$ cat config.mk
export PLATFORM = sky130hd
export DESIGN_NAME = adc_sequencer_control_flags
export DESIGN_NICKNAME = d
export VERILOG_FILES = /design/src/core/adc_seq_pkg.sv /design/src/core/conv_clock_divider.sv /design/src/core/sample_window_timer.sv /design/src/core/adc_sequencer_control_flags.sv
export SDC_FILE = /design/constraint.sdc
export NUM_CORES = 1
export LEC_CHECK = 0
export BUFFER_PORTS_ARGS = -buffer_cell sky130_fd_sc_hd__buf_2
export CORE_MARGIN = 1.5
export CORE_UTILIZATION = 52
export CTS_BUF_LIST = sky130_fd_sc_hd__clkbuf_8
export DETAILED_ROUTE_END_ITERATION = 7
export HOLD_SLACK_MARGIN = 0.12
export PLACE_DENSITY = 0.79
export SYNTH_ARGS = -nofsm -noshare
export SYNTH_HDL_FRONTEND = slang
export SYNTH_SLANG_ARGS = --single-unit
$ cat constraint.sdc
create_clock -name ref_clk -period 1.9 [get_ports ref_clk]
set_input_delay 0.19 -clock ref_clk [delete_from_list [all_inputs] [get_ports ref_clk]]
set_output_delay 0.19 -clock ref_clk [all_outputs]
set_load 0.02 [all_outputs]
$ cat src/core/adc_seq_pkg.sv
// constants, field layout and state codes of the converter sequencer control
// assumes an apb slave with 32-bit data and one aligned word per register
package adc_seq_pkg;
  // ----------------------------------------
  // register offsets
  // ----------------------------------------
  localparam logic [7:0] CTL1_OFS = 8'h00;
  localparam logic [7:0] FLAG_OFS = 8'h04;
  localparam logic [7:0] IE_OFS = 8'h08;
  localparam logic [7:0] CTL0_OFS = 8'h0C;
  // ----------------------------------------
  // field positions
  // ----------------------------------------
  localparam int START_LSB = 12;
  localparam int SRC_LSB = 10;
  localparam int PULSE_BIT = 9;
  localparam int INV_BIT = 8;
  localparam int DIV_LSB = 5;
  localparam int CLK_LSB = 3;
  localparam int MODE_LSB = 1;
  localparam int BUSY_BIT = 0;
  localparam int SC_BIT = 0;
  localparam int CONV_EN_BIT = 1;
  // ----------------------------------------
  // reset values and timing
  // ----------------------------------------
  localparam logic [15:0] CTL1_RESET = 16'h0000;
  localparam logic [15:0] FLAG_RESET = 16'h0000;
  localparam logic [15:0] IE_RESET = 16'h0000;
  localparam int SAMPLE_TICKS = 4;
  // ----------------------------------------
  // codes
  // ----------------------------------------
  typedef enum logic [1:0] {
    ST_IDLE = 2'h0,
    ST_SAMPLE = 2'h1,
    ST_CONVERT = 2'h3,
    ST_NEXT = 2'h2
  } seq_state_t;
  typedef enum logic [1:0] {
    MODE_SINGLE = 2'h0,
    MODE_SEQ = 2'h1,
    MODE_REP_SINGLE = 2'h2,
    MODE_REP_SEQ = 2'h3
  } seq_mode_t;
endpackage

$ cat src/core/conv_clock_divider.sv
// divides a one-cycle tick of the conversion clock by code plus one
// assumes tick_in is a one-cycle pulse on ref_clk
`timescale 1ns/1ps
module conv_clock_divider #(
  parameter int W = 3
) (
  // clock and reset
  input wire logic ref_clk,
  input wire logic rst_n,
  // control
  input wire logic run,
  input wire logic tick_in,
  input wire logic [W-1:0] div_code,
  // divided tick
  output logic tick_out
);
  logic [W-1:0] count_reg;

  always_ff @(posedge ref_clk or negedge rst_n)
  begin
    if (!rst_n)
    begin
      count_reg <= '0;
      tick_out <= 1'b0;
    end
    else if (!run)
    begin
      count_reg <= '0;
      tick_out <= 1'b0;
    end
    else
    begin
      tick_out <= tick_in && (count_reg == div_code);
      if (tick_in)
        count_reg <= (count_reg == div_code) ? '0 : W'(count_reg + 1'b1);
    end
  end
endmodule

$ cat src/core/sample_window_timer.sv
// sampling timer: holds the window open for a set number of ticks
// assumes start and tick are one-cycle pulses on ref_clk
`timescale 1ns/1ps
module sample_window_timer #(
  parameter int TICKS = 4
) (
  // clock and reset
  input wire logic ref_clk,
  input wire logic rst_n,
  // control
  input wire logic start,
  input wire logic tick,
  // window
  output logic window
);
  logic [7:0] cnt_reg;

  always_ff @(posedge ref_clk or negedge rst_n)
  begin
    if (!rst_n)
    begin
      cnt_reg <= 8'h00;
      window <= 1'b0;
    end
    else if (start)
    begin
      cnt_reg <= 8'h00;
      window <= 1'b1;
    end
    else if (window && tick)
    begin
      if (cnt_reg == 8'(TICKS - 1))
        window <= 1'b0;
      else
        cnt_reg <= cnt_reg + 8'h01;
    end
  end
endmodule

$ cat src/core/adc_sequencer_control_flags.sv
// converter sequencer control, result flags and interrupt enables
// assumes an apb master on ref_clk; pins are synchronised here
//
// Notes on behaviour
// - start slot field picks result slot for single or first conversion
// - trigger source 0 software start, 1..3 the three timer outputs
// - pulse mode 0 window follows trigger, 1 window from sampling timer
// - trigger invert bit inverts the selected trigger before use
// - conversion clock divided by divider field plus one
// - clock source picks internal, auxiliary, main or sub-main clock
// - mode selects single, sequence, repeat single or repeat sequence
// - busy bit high while a sequence, sample or conversion is active
// - configuration fields written only while conversion enable is low
// - result flag of a slot set when that slot gets a result
// - flag clears on slot access or by software write
// - each enable bit gates its flag onto the interrupt
// - start and enable may be set together; start clears once taken
`timescale 1ns/1ps
module adc_sequencer_control_flags #(
  parameter int SAMPLE_TICKS = adc_seq_pkg::SAMPLE_TICKS
) (
  // clock and reset
  input wire logic ref_clk,
  input wire logic rst_n,
  // apb slave
  input wire logic psel,
  input wire logic penable,
  input wire logic pwrite,
  input wire logic [7:0] paddr,
  input wire logic [31:0] pwdata,
  output logic [31:0] prdata,
  output logic pready,
  output logic pslverr,
  // clock source pins
  input wire logic internal_conv_oscillator,
  input wire logic aux_clock,
  input wire logic main_clock,
  input wire logic sub_main_clock,
  // trigger pins
  input wire logic first_timer_output_one,
  input wire logic second_timer_output_zero,
  input wire logic second_timer_output_one,
  // converter core
  input wire logic conv_done,
  input wire logic seq_end,
  input wire logic result_access,
  input wire logic [3:0] result_access_slot,
  output logic sample_window_signal,
  output logic conv_clock_enable,
  output logic [3:0] conv_slot,
  output logic conv_busy_flag,
  // interrupt
  output logic irq
);
  // ----------------------------------------
  // declarations
  // ----------------------------------------
  logic [15:0] ctl1_reg;
  logic [15:0] flag_reg;
  logic [15:0] ie_reg;
  logic conv_enable_reg;
  logic sc_reg;
  logic [6:0] pins;
  logic [6:0] sync1_reg;
  logic [6:0] sync2_reg;
  logic [6:0] sync3_reg;
  adc_seq_pkg::seq_state_t state_reg;
  logic trig_raw;
  logic trig;
  logic trig_prev_reg;
  logic trig_rise;
  logic clk_tick;
  logic div_tick;
  logic timer_start_reg;
  logic timer_win;
  logic win_src;
  logic start_now;
  logic last_conv;
  logic done_now;
  logic [15:0] set_vec;
  logic [15:0] clr_vec;
  logic [15:0] flag_next;
  logic wr_done;
  logic [1:0] src;
  logic [1:0] clk_sel;
  logic [1:0] mode;
  logic pulse_mode;

  assign src = ctl1_reg[adc_seq_pkg::SRC_LSB +: 2];
  assign clk_sel = ctl1_reg[adc_seq_pkg::CLK_LSB +: 2];
  assign mode = ctl1_reg[adc_seq_pkg::MODE_LSB +: 2];
  assign pulse_mode = ctl1_reg[adc_seq_pkg::PULSE_BIT];
  assign wr_done = psel && penable && pready && pwrite;

  // ----------------------------------------
  // pin synchronisers
  // ----------------------------------------
  assign pins = {second_timer_output_one, second_timer_output_zero,
                 first_timer_output_one, sub_main_clock, main_clock,
                 aux_clock, internal_conv_oscillator};

  genvar gi;
  generate
    for (gi = 0; gi < 7; gi++)
    begin : g_sync
      always_ff @(posedge ref_clk or negedge rst_n)
      begin
        if (!rst_n)
        begin
          sync1_reg[gi] <= 1'b0;
          sync2_reg[gi] <= 1'b0;
          sync3_reg[gi] <= 1'b0;
        end
        else
        begin
          sync1_reg[gi] <= pins[gi];
          sync2_reg[gi] <= sync1_reg[gi];
          sync3_reg[gi] <= sync2_reg[gi];
        end
      end
    end
  endgenerate

  // ----------------------------------------
  // conversion clock and trigger
  // ----------------------------------------
  assign clk_tick = sync2_reg[clk_sel] && !sync3_reg[clk_sel];

  always_comb
  begin
    case (src)
      2'h0: trig_raw = sc_reg;
      2'h1: trig_raw = sync2_reg[4];
      2'h2: trig_raw = sync2_reg[5];
      2'h3: trig_raw = sync2_reg[6];
      default: trig_raw = 1'b0;
    endcase
  end

  assign trig = trig_raw ^ ctl1_reg[adc_seq_pkg::INV_BIT];
  assign trig_rise = trig && !trig_prev_reg;
  assign win_src = pulse_mode ? timer_win : trig;

  always_ff @(posedge ref_clk or negedge rst_n)
  begin
    if (!rst_n)
      trig_prev_reg <= 1'b0;
    else
      trig_prev_reg <= trig;
  end

  conv_clock_divider #(
    .W(3)
  ) u_div (
    .ref_clk(ref_clk),
    .rst_n(rst_n),
    .run(conv_enable_reg),
    .tick_in(clk_tick),
    .div_code(ctl1_reg[adc_seq_pkg::DIV_LSB +: 3]),
    .tick_out(div_tick)
  );

  sample_window_timer #(
    .TICKS(SAMPLE_TICKS)
  ) u_timer (
    .ref_clk(ref_clk),
    .rst_n(rst_n),
    .start(timer_start_reg),
    .tick(div_tick),
    .window(timer_win)
  );

  assign conv_clock_enable = div_tick;

  // ----------------------------------------
  // sequencer
  // ----------------------------------------
  assign start_now = conv_enable_reg && trig_rise &&
    (state_reg == adc_seq_pkg::ST_IDLE || state_reg == adc_seq_pkg::ST_NEXT);
  assign done_now = (state_reg == adc_seq_pkg::ST_CONVERT) && conv_done;

  always_comb
  begin
    case (mode)
      adc_seq_pkg::MODE_SINGLE: last_conv = 1'b1;
      adc_seq_pkg::MODE_SEQ: last_conv = seq_end;
      adc_seq_pkg::MODE_REP_SINGLE: last_conv = !conv_enable_reg;
      adc_seq_pkg::MODE_REP_SEQ: last_conv = seq_end && !conv_enable_reg;
      default: last_conv = 1'b1;
    endcase
  end

  always_ff @(posedge ref_clk or negedge rst_n)
  begin
    if (!rst_n)
    begin
      state_reg <= adc_seq_pkg::ST_IDLE;
      conv_slot <= 4'h0;
      conv_busy_flag <= 1'b0;
      sample_window_signal <= 1'b0;
      timer_start_reg <= 1'b0;
    end
    else
    begin
      timer_start_reg <= start_now && pulse_mode;
      case (state_reg)
        adc_seq_pkg::ST_IDLE:
        begin
          sample_window_signal <= 1'b0;
          if (start_now)
          begin
            state_reg <= adc_seq_pkg::ST_SAMPLE;
            conv_slot <= ctl1_reg[adc_seq_pkg::START_LSB +: 4];
            conv_busy_flag <= 1'b1;
          end
        end
        adc_seq_pkg::ST_SAMPLE:
        begin
          sample_window_signal <= win_src;
          if (sample_window_signal && !win_src)
            state_reg <= adc_seq_pkg::ST_CONVERT;
        end
        adc_seq_pkg::ST_CONVERT:
        begin
          sample_window_signal <= 1'b0;
          if (conv_done)
          begin
            if (last_conv)
            begin
              state_reg <= adc_seq_pkg::ST_IDLE;
              conv_busy_flag <= 1'b0;
            end
            else
              state_reg <= adc_seq_pkg::ST_NEXT;
            if (mode == adc_seq_pkg::MODE_REP_SEQ && seq_end)
              conv_slot <= ctl1_reg[adc_seq_pkg::START_LSB +: 4];
            else if (mode == adc_seq_pkg::MODE_SEQ ||
                     mode == adc_seq_pkg::MODE_REP_SEQ)
              conv_slot <= conv_slot + 4'h1;
          end
        end
        adc_seq_pkg::ST_NEXT:
        begin
          sample_window_signal <= 1'b0;
          if (start_now)
            state_reg <= adc_seq_pkg::ST_SAMPLE;
          else if (!conv_enable_reg && mode[1])
          begin
            state_reg <= adc_seq_pkg::ST_IDLE;
            conv_busy_flag <= 1'b0;
          end
        end
        default:
        begin
          state_reg <= adc_seq_pkg::ST_IDLE;
          conv_busy_flag <= 1'b0;
          sample_window_signal <= 1'b0;
        end
      endcase
    end
  end

  // ----------------------------------------
  // control registers
  // ----------------------------------------
  always_ff @(posedge ref_clk or negedge rst_n)
  begin
    if (!rst_n)
      ctl1_reg <= adc_seq_pkg::CTL1_RESET;
    else if (wr_done && paddr == adc_seq_pkg::CTL1_OFS && !conv_enable_reg)
      ctl1_reg <= {pwdata[15:1], 1'b0};
  end

  always_ff @(posedge ref_clk or negedge rst_n)
  begin
    if (!rst_n)
    begin
      conv_enable_reg <= 1'b0;
      sc_reg <= 1'b0;
    end
    else
    begin
      if (wr_done && paddr == adc_seq_pkg::CTL0_OFS)
      begin
        conv_enable_reg <= pwdata[adc_seq_pkg::CONV_EN_BIT];
        sc_reg <= pwdata[adc_seq_pkg::SC_BIT];
      end
      else if (start_now || (sc_reg && src != 2'h0))
        sc_reg <= 1'b0;
    end
  end

  // ----------------------------------------
  // flags and interrupt
  // ----------------------------------------
  always_comb
  begin
    set_vec = 16'h0000;
    clr_vec = 16'h0000;
    if (done_now)
      set_vec[conv_slot] = 1'b1;
    if (result_access)
      clr_vec[result_access_slot] = 1'b1;
    if (wr_done && paddr == adc_seq_pkg::FLAG_OFS)
      clr_vec = clr_vec | pwdata[15:0];
    flag_next = (flag_reg & ~clr_vec) | set_vec;
  end

  always_ff @(posedge ref_clk or negedge rst_n)
  begin
    if (!rst_n)
      flag_reg <= adc_seq_pkg::FLAG_RESET;
    else
      flag_reg <= flag_next;
  end

  always_ff @(posedge ref_clk or negedge rst_n)
  begin
    if (!rst_n)
      ie_reg <= adc_seq_pkg::IE_RESET;
    else if (wr_done && paddr == adc_seq_pkg::IE_OFS)
      ie_reg <= pwdata[15:0];
  end

  always_ff @(posedge ref_clk or negedge rst_n)
  begin
    if (!rst_n)
      irq <= 1'b0;
    else
      irq <= |(flag_reg & ie_reg);
  end

  // ----------------------------------------
  // apb read path
  // ----------------------------------------
  always_ff @(posedge ref_clk or negedge rst_n)
  begin
    if (!rst_n)
    begin
      pready <= 1'b0;
      pslverr <= 1'b0;
      prdata <= 32'h0000_0000;
    end
    else
    begin
      pready <= psel && penable && !pready;
      pslverr <= 1'b0;
      if (psel && penable && !pready)
      begin
        prdata <= 32'h0000_0000;
        case (paddr)
          adc_seq_pkg::CTL1_OFS:
            prdata <= {16'h0000, ctl1_reg[15:1], conv_busy_flag};
          adc_seq_pkg::FLAG_OFS: prdata <= {16'h0000, flag_reg};
          adc_seq_pkg::IE_OFS: prdata <= {16'h0000, ie_reg};
          adc_seq_pkg::CTL0_OFS: prdata <= {30'h0000_0000, conv_enable_reg, sc_reg};
          default: pslverr <= 1'b1;
        endcase
      end
    end
  end

  // ----------------------------------------
  // checks
  // ----------------------------------------
  cfg_locked_a: assert property (@(posedge ref_clk) disable iff (!rst_n)
    $past(conv_enable_reg) |-> ctl1_reg == $past(ctl1_reg))
    else $error("configuration changed while enabled");

  busy_state_a: assert property (@(posedge ref_clk) disable iff (!rst_n)
    conv_busy_flag == (state_reg != adc_seq_pkg::ST_IDLE))
    else $error("busy flag disagrees with sequencer");

  first_slot_a: assert property (@(posedge ref_clk) disable iff (!rst_n)
    (state_reg == adc_seq_pkg::ST_IDLE && start_now) |=>
      conv_slot == $past(ctl1_reg[15:12]))
    else $error("first slot is not the start slot");

  flag_set_a: assert property (@(posedge ref_clk) disable iff (!rst_n)
    done_now |=> flag_reg[$past(conv_slot)])
    else $error("result flag not set");

  access_clr_a: assert property (@(posedge ref_clk) disable iff (!rst_n)
    (result_access && !set_vec[result_access_slot]) |=>
      !flag_reg[$past(result_access_slot)])
    else $error("flag not cleared on access");

  irq_gate_a: assert property (@(posedge ref_clk) disable iff (!rst_n)
    ##1 irq == |($past(flag_reg) & $past(ie_reg)))
    else $error("interrupt not gated by enables");

  start_taken_a: assert property (@(posedge ref_clk) disable iff (!rst_n)
    (start_now && !wr_done) |=> !sc_reg ##0 state_reg == adc_seq_pkg::ST_SAMPLE)
    else $error("software start not cleared once taken");

  window_follow_a: assert property (@(posedge ref_clk) disable iff (!rst_n)
    (state_reg == adc_seq_pkg::ST_SAMPLE && !pulse_mode) |=>
      sample_window_signal == $past(trig))
    else $error("window does not follow trigger");

  trig_invert_a: assert property (@(posedge ref_clk) disable iff (!rst_n)
    trig == (ctl1_reg[8] ^ ((src == 2'h0) ? sc_reg : sync2_reg[3 + src])))
    else $error("trigger polarity wrong");
endmodule

-- Word level (Yosys, flattened, before mapping)
Index checks and enable logic that the tools add are counted.
- shifts and indexed selects: 0
- eq/ne operators: 24
- magnitude comparators: 5
- div/mod/pow operators: 0
- multipliers: 0
- mux-type cells: 48
- reductions and logical operators: 50
- add/subtract/negate cells: 3
- bitwise operators: 6
- operator list (kind ; number):
    $pmux 16 s4 ; 1
    $mux 16 ; 3
    $and 16x16->16 ; 2
    $or 16x16->16 ; 2
    $logic_and 1x1->1 ; 24
    $mux 8 ; 3
    $mux 1 ; 18
    $eq 8x4->1 const B ; 2
    $mux 4 ; 4
    $not 16->16 ; 1
    $reduce_or 16->1 ; 1
    $eq 2x2->1 const B ; 6
    $mux 2 ; 6
    $ne 2x2->1 const B ; 6
    $lt 4x5->1 const B ; 2
    $reduce_bool 2->1 ; 5
    $mux 3 ; 3
    $add 8x1->8 const B ; 1
    $demux 1 s4 ; 2
    $eq 8x2->1 const B ; 1
    $eq 8x3->1 const B ; 1
    $ge 4x1->1 const B ; 2
    $logic_not 8->1 ; 1
    $pmux 1 s4 ; 2
    other kinds (23) ; 37
- memories kept: 0
- input bits: 59
- logic and storage cells: 173
- register bits after elaboration: 125
- latch bits: 0
- bits in writable memories: 0
- bits in read-only memories: 0
- output and inout bits: 42

-- Longest topological paths before layout
- depth after elaboration: 10
- gate-level depth with buffers: 7
- depth with buffers taken out: 6

-- Modules after synthesis
From an unflattened synthesis, not the netlist that was laid out.
- cells, all modules: 491
- area total of the unflattened synthesis: 5403.9 um^2
- modules (own cells, without submodules) (module ; instances ; cells an instance ; area an instance (um^2)):
    adc_sequencer_control_flags ; 1 ; 418 ; 4690.7
    sample_window_timer ; 1 ; 49 ; 483.0
    conv_clock_divider ; 1 ; 24 ; 230.2

-- Worst setup path before layout
OpenSTA, ideal clock, no wires.
- path type: register to register
- from: reg ctl1_reg[10]
- to: reg conv_busy_flag
- clock period less this slack: 1986 ps
- data required time: 1775 ps
- buffers on the path: 2
- stages on the path, launching flop included: 8
- arrival time: 1861 ps
- path slack: -86 ps
- path through: dfrtp_1 buf_4 mux2i_1 mux2_2 or2_0 clkbuf_1 o211ai_1 mux2_2
- word-level cells in the longest chain between the ends: 8
- RTL lines (element ; RTL line ; text):
    start: declaration ; adc_sequencer_control_flags.sv:58 ; logic [15:0] ctl1_reg;
    start signal: assignment ; adc_sequencer_control_flags.sv:269 ; ctl1_reg <= adc_seq_pkg::CTL1_RESET;
    start signal: assignment ; adc_sequencer_control_flags.sv:271 ; ctl1_reg <= {pwdata[15:1], 1'b0};
    $eq 2x2->1, or another cell as far along ; adc_sequencer_control_flags.sv:131 ; case (src)
    $pmux 1 s4 (*) ; adc_sequencer_control_flags.sv:131 ;
    $xor 1x1->1 (*) ; adc_sequencer_control_flags.sv:140 ; assign trig = trig_raw ^ ctl1_reg[adc_seq_pkg::INV_BIT];
    $logic_and 1x1->1 (*) ; adc_sequencer_control_flags.sv:141 ; assign trig_rise = trig && !trig_prev_reg;
    $logic_and 1x1->1 (*) (2 in series) ; adc_sequencer_control_flags.sv:178 ; assign start_now = conv_enable_reg && trig_rise &&
    $ne 2x2->1 (no line) ; - ;
    $reduce_and 6->1 (no line) (*) ; - ;
    end signal: assignment ; adc_sequencer_control_flags.sv:199 ; conv_busy_flag <= 1'b0;
    end signal: assignment ; adc_sequencer_control_flags.sv:214 ; conv_busy_flag <= 1'b1;
    end signal: assignment ; adc_sequencer_control_flags.sv:231 ; conv_busy_flag <= 1'b0;
    end: declaration ; adc_sequencer_control_flags.sv:51 ; output logic conv_busy_flag,
Mark *: on every way between the ends. The rest lies on a longest branch, timed or not.
A chain may end at the register's enable or synchronous reset.

-- Final worst setup path
- from: reg ctl1_reg[10]
- to: reg state_reg[0]
- word-level cells in the longest chain between the ends: 8
- RTL lines (element ; RTL line ; text):
    $eq 2x2->1, or another cell as far along ; adc_sequencer_control_flags.sv:131 ;
    $pmux 1 s4 (*) ; adc_sequencer_control_flags.sv:131 ;
    $xor 1x1->1 (*) ; adc_sequencer_control_flags.sv:140 ;
    $mux 1 / $logic_and 1x1->1 (equally long branches) ; adc_sequencer_control_flags.sv:142, adc_sequencer_control_flags.sv:141 ;
    $logic_not 1->1 / $logic_and 1x1->1 (equally long branches) ; adc_sequencer_control_flags.sv:220, adc_sequencer_control_flags.sv:178 ;
    $logic_and 1x1->1 (on tied branches) ; adc_sequencer_control_flags.sv:220, adc_sequencer_control_flags.sv:178 ;
    $ne 2x2->1 (no line), or another cell as far along ; - ;
    $reduce_and 4->1 (no line) / $pmux 2 s4 (equally long branches) ; - ;
    end signal: assignment ; adc_sequencer_control_flags.sv:221 ; state_reg <= adc_seq_pkg::ST_CONVERT;
    end signal: assignment ; adc_sequencer_control_flags.sv:230 ; state_reg <= adc_seq_pkg::ST_IDLE;
    end signal: assignment ; adc_sequencer_control_flags.sv:234 ; state_reg <= adc_seq_pkg::ST_NEXT;
    end: declaration ; adc_sequencer_control_flags.sv:67 ; adc_seq_pkg::seq_state_t state_reg;
Marks and branches as above.

==> summary.txt <==
Worst setup path
  • Crit-path cells: mux2i_1 -> mux2_4 -> or2_1 -> buf_4 -> a311oi_4 -> mux2i_1
  • CP dominant cell by count: mux2i_1
  • Worst setup EP type: register
  • Crit start category: register
  • Worst R2R Setup Slack: -40 ps
  • Worst path required time: ~2100 ps
  • Crit. Startpoint: ctl1_reg[10]
  • Worst path max stage delay: around 400 ps
  • Worst r2r src: ctl1_reg[10]
  • Critical-path top delay cell: dfrtp_1
  • Setup CP Type: reg -> reg
  • Crit-path max FO: 5
  • Worst Path Arrival: around 2200 ps

Detailed routing
  • DR iter-0 viols: approximately 300
  • Post-route DRC: 0
  • Routed len/inst: 17.8 um
  • Drt pass-1 iters: 4
  • ANT nets after route: 0
  • DR vias: just over 4000
  • Detailed Route WL: 12800 um
  • Via/cell ratio: approximately 5.6

Global routing
  • Vias in the first global route: roughly 4100
  • Global route overflow: 0
  • Total GRT Usage: 0.247
  • Initial antenna violation count: 0
  • Largest net degree at the start of global routing: between 50 and 60
  • First-pass GRT wire length: 21000 um

Timing
  • Final min period: around 1900 ps
  • Actual slew at the worst max-slew pin: approximately 1100 ps
  • Fin. Hold Viols: 0
  • Final period utilization: 1.02
  • Final setup violation count: 2
  • Fin. max-slew vios: 0
  • RSZ-0062 raised after global routing: yes
  • Fmax: ~520 MHz
  • Relative slew slack: 0.241
  • Worst Skew: about 19 ps
  • Post-route worst setup slack: -38.5 ps

CTS
  • CTS tree: built
  • Number of H-tree levels: 3
  • Clock sinks: 109
  • Root buffer cell: clkbuf_8
  • Clock Tree Buf Depth: 2
  • Skew-Pair Late Insertion Delay: 370 ps
  • CTS Buf Count: 9
  • Clock slew at reported path FFs: around 100 ps

Layout
  • # diodes: 0
  • Fin util: 0.641
  • Nets: 650
  • Area grow syn2layout: 18.9%
  • Most common cell after layout, fill and taps aside: dfrtp_1
  • Most frequent cells in the layout: dfrtp_1 (109), buf_2 (67), o21ai_0 (45)
  • Share of layout cells above drive strength 1: 0.266

Synthesis
  • Flops & latches, synth: roughly 110
  • Synth Flop Type: dfrtp_1
  • Count of cell types in the netlist: 59
  • Post-synth EDFFs: 0
  • Mapped Cells: 477
  • Post-Syn Area per Cell: ~11 um2
  • Synth warn: 0
  • Fraction of registers with async set/reset: 1.00
  • Post-synthesis sequential area ratio: 0.513
  • Post-Syn Area: 5320 um2

Place
  • # port buffers: between 60 and 70
  • Gpl congestion: about 0.97
  • Dpl hpwl: a little over 9000 um
  • Post-place setup slack: -35.5 ps

Power and ir drop
  • Max rail drop VDD: 0.000678 V
  • Power per Cell Area: between 800 and 900 nW/um2
  • Leakage: around 3.1 nW

Floorplanning
  • Initial Util: 0.539
  • CORE AREA: 9860 um2
  • Die Height: ~100 um
  • # IOs: about 100
  • Die W: around 100 um
  • Die ar.: between 10000 and 15000 um2
  • Num rows: 36

Outcome
  • Violated checks: negative setup slack
  • Status: finished, violations left

Hold path
  • Hold_sp: conv_done
  • Tightest Hold Check Type: in -> reg

Flow run
  • MaxCap Viol Count: 0
## area by class of cell
type | count | area (um2)
clock inverters | 5 | 51.3
fillers | 767 | 3540
inverters | 11 | 41.3
clock buffers | 11 | 151
well taps | 133 | 166
repair buffers | 112 | 762
multi-input cells | 338 | 2420
flip-flops and latches | 109 | 2730
## report_power, final
| group | internal, W | switching (W) |
|---|---|---|
| Combinational | 0.000531 | 0.000730 |
| Sequential | 0.00244 | 0.000127 |
| Clock | 0.000674 | 0.000766 |
| Total | 0.00365 | 0.00162 |
## synth_stat cells (2+ instances only)
library cell	instances	area, um2
a21o_1	13	97.6
and3_1	6	37.5
o211ai_1	2	15.0
mux2_4	10	150
mux2i_1	22	220
nor2_1	31	116
xor2_1	9	78.8
or2_2	2	12.5
nand3b_1	2	15.0
nor3_1	2	10.0
ha_1	10	125
xnor2_1	2	17.5
a22o_1	4	35.0
o21ai_0	50	250
a41o_1	4	40.0
o21a_1	2	15.0
nor4b_1	2	17.5
nor2b_1	8	50.1
a221oi_1	4	35.0
a21oi_1	24	120
dfrtp_1	109	2730
nand4_1	2	12.5
buf_4	17	128
inv_1	10	37.5
nand2_1	35	131
mux4_2	4	90.1
nand3_1	17	85.1
clkbuf_1	9	33.8
buf_2	5	25.0
mux2_2	24	270
nand2b_1	8	50.1
## metrics by stage
step | setup TNS, ps | std cells | total power, W | instance area, um2 | hold slack [ps]
after CTS | -0.451 | 715 | 0.00513 | 6260 | 125
after detailed placement | -35.5 | 675 | 0.00366 | 5810 | 114
after global routing | -417 | 719 | 0.00551 | 6320 | 232
after global placement | 0 | 675 | 0.00361 | 5810 | 113
after floorplan | -41.9 | 492 | 0.00329 | 5380 | -106
final | -59.0 | 719 | 0.00527 | 6320 | 248
## layer usage
metal,global-route usage,share of wire,vias up
met3,0.0363,0.059,16
li1,-,-,1871
met5,0,0,-
met2,0.410,0.50,165
met1,0.329,0.43,2005
met4,0.0923,0.017,0
## cell families (layout without fill, tap and decap cells)
| family | Yosys count | in the layout | share of synthesized area |
|---|---|---|---|
| simple gates | 129 | 129 | 0.127 |
| compound gates | 112 | 112 | 0.131 |
| flops | 109 | 109 | 0.513 |
| mux | 60 | 60 | 0.137 |
| buf+inv | 45 | 139 | 0.0494 |
| xor+xnor | 11 | 11 | 0.0181 |
| fa+ha+maj | 10 | 10 | 0.0235 |
| other cells | 1 | 16 | 0.000705 |
## worst max-delay path, delay by kind of cell (launching register included)
family                 cells  cell delay, ps
multiplexers               3             710
AND/OR/NAND/NOR            1             230
AO/OA/AOI/OAI              1             290
buffers and inverters      1             170
flip-flops                 1             400
## worst paths after layout
kind,to,depth (start not counted)
worst max-delay path,state_reg[0],6
worst min-delay path,flag_reg[1],2
worst max register to register,state_reg[0],6
worst min register to register,sync2_reg[4],0
max in group asynchronous,conv_busy_flag,3
min in group asynchronous,sync2_reg[0],2
## timing repair
item,4_1_cts,5_1_grt
pin swaps,2,5
gates resized for setup,2,11
hold endpoints to repair,142,2
gates cloned,0,0
buffers inserted,1,3
endpoints found under the setup margin,2,6
hold buffers,23,1
(Power assumes the default switching activity.)
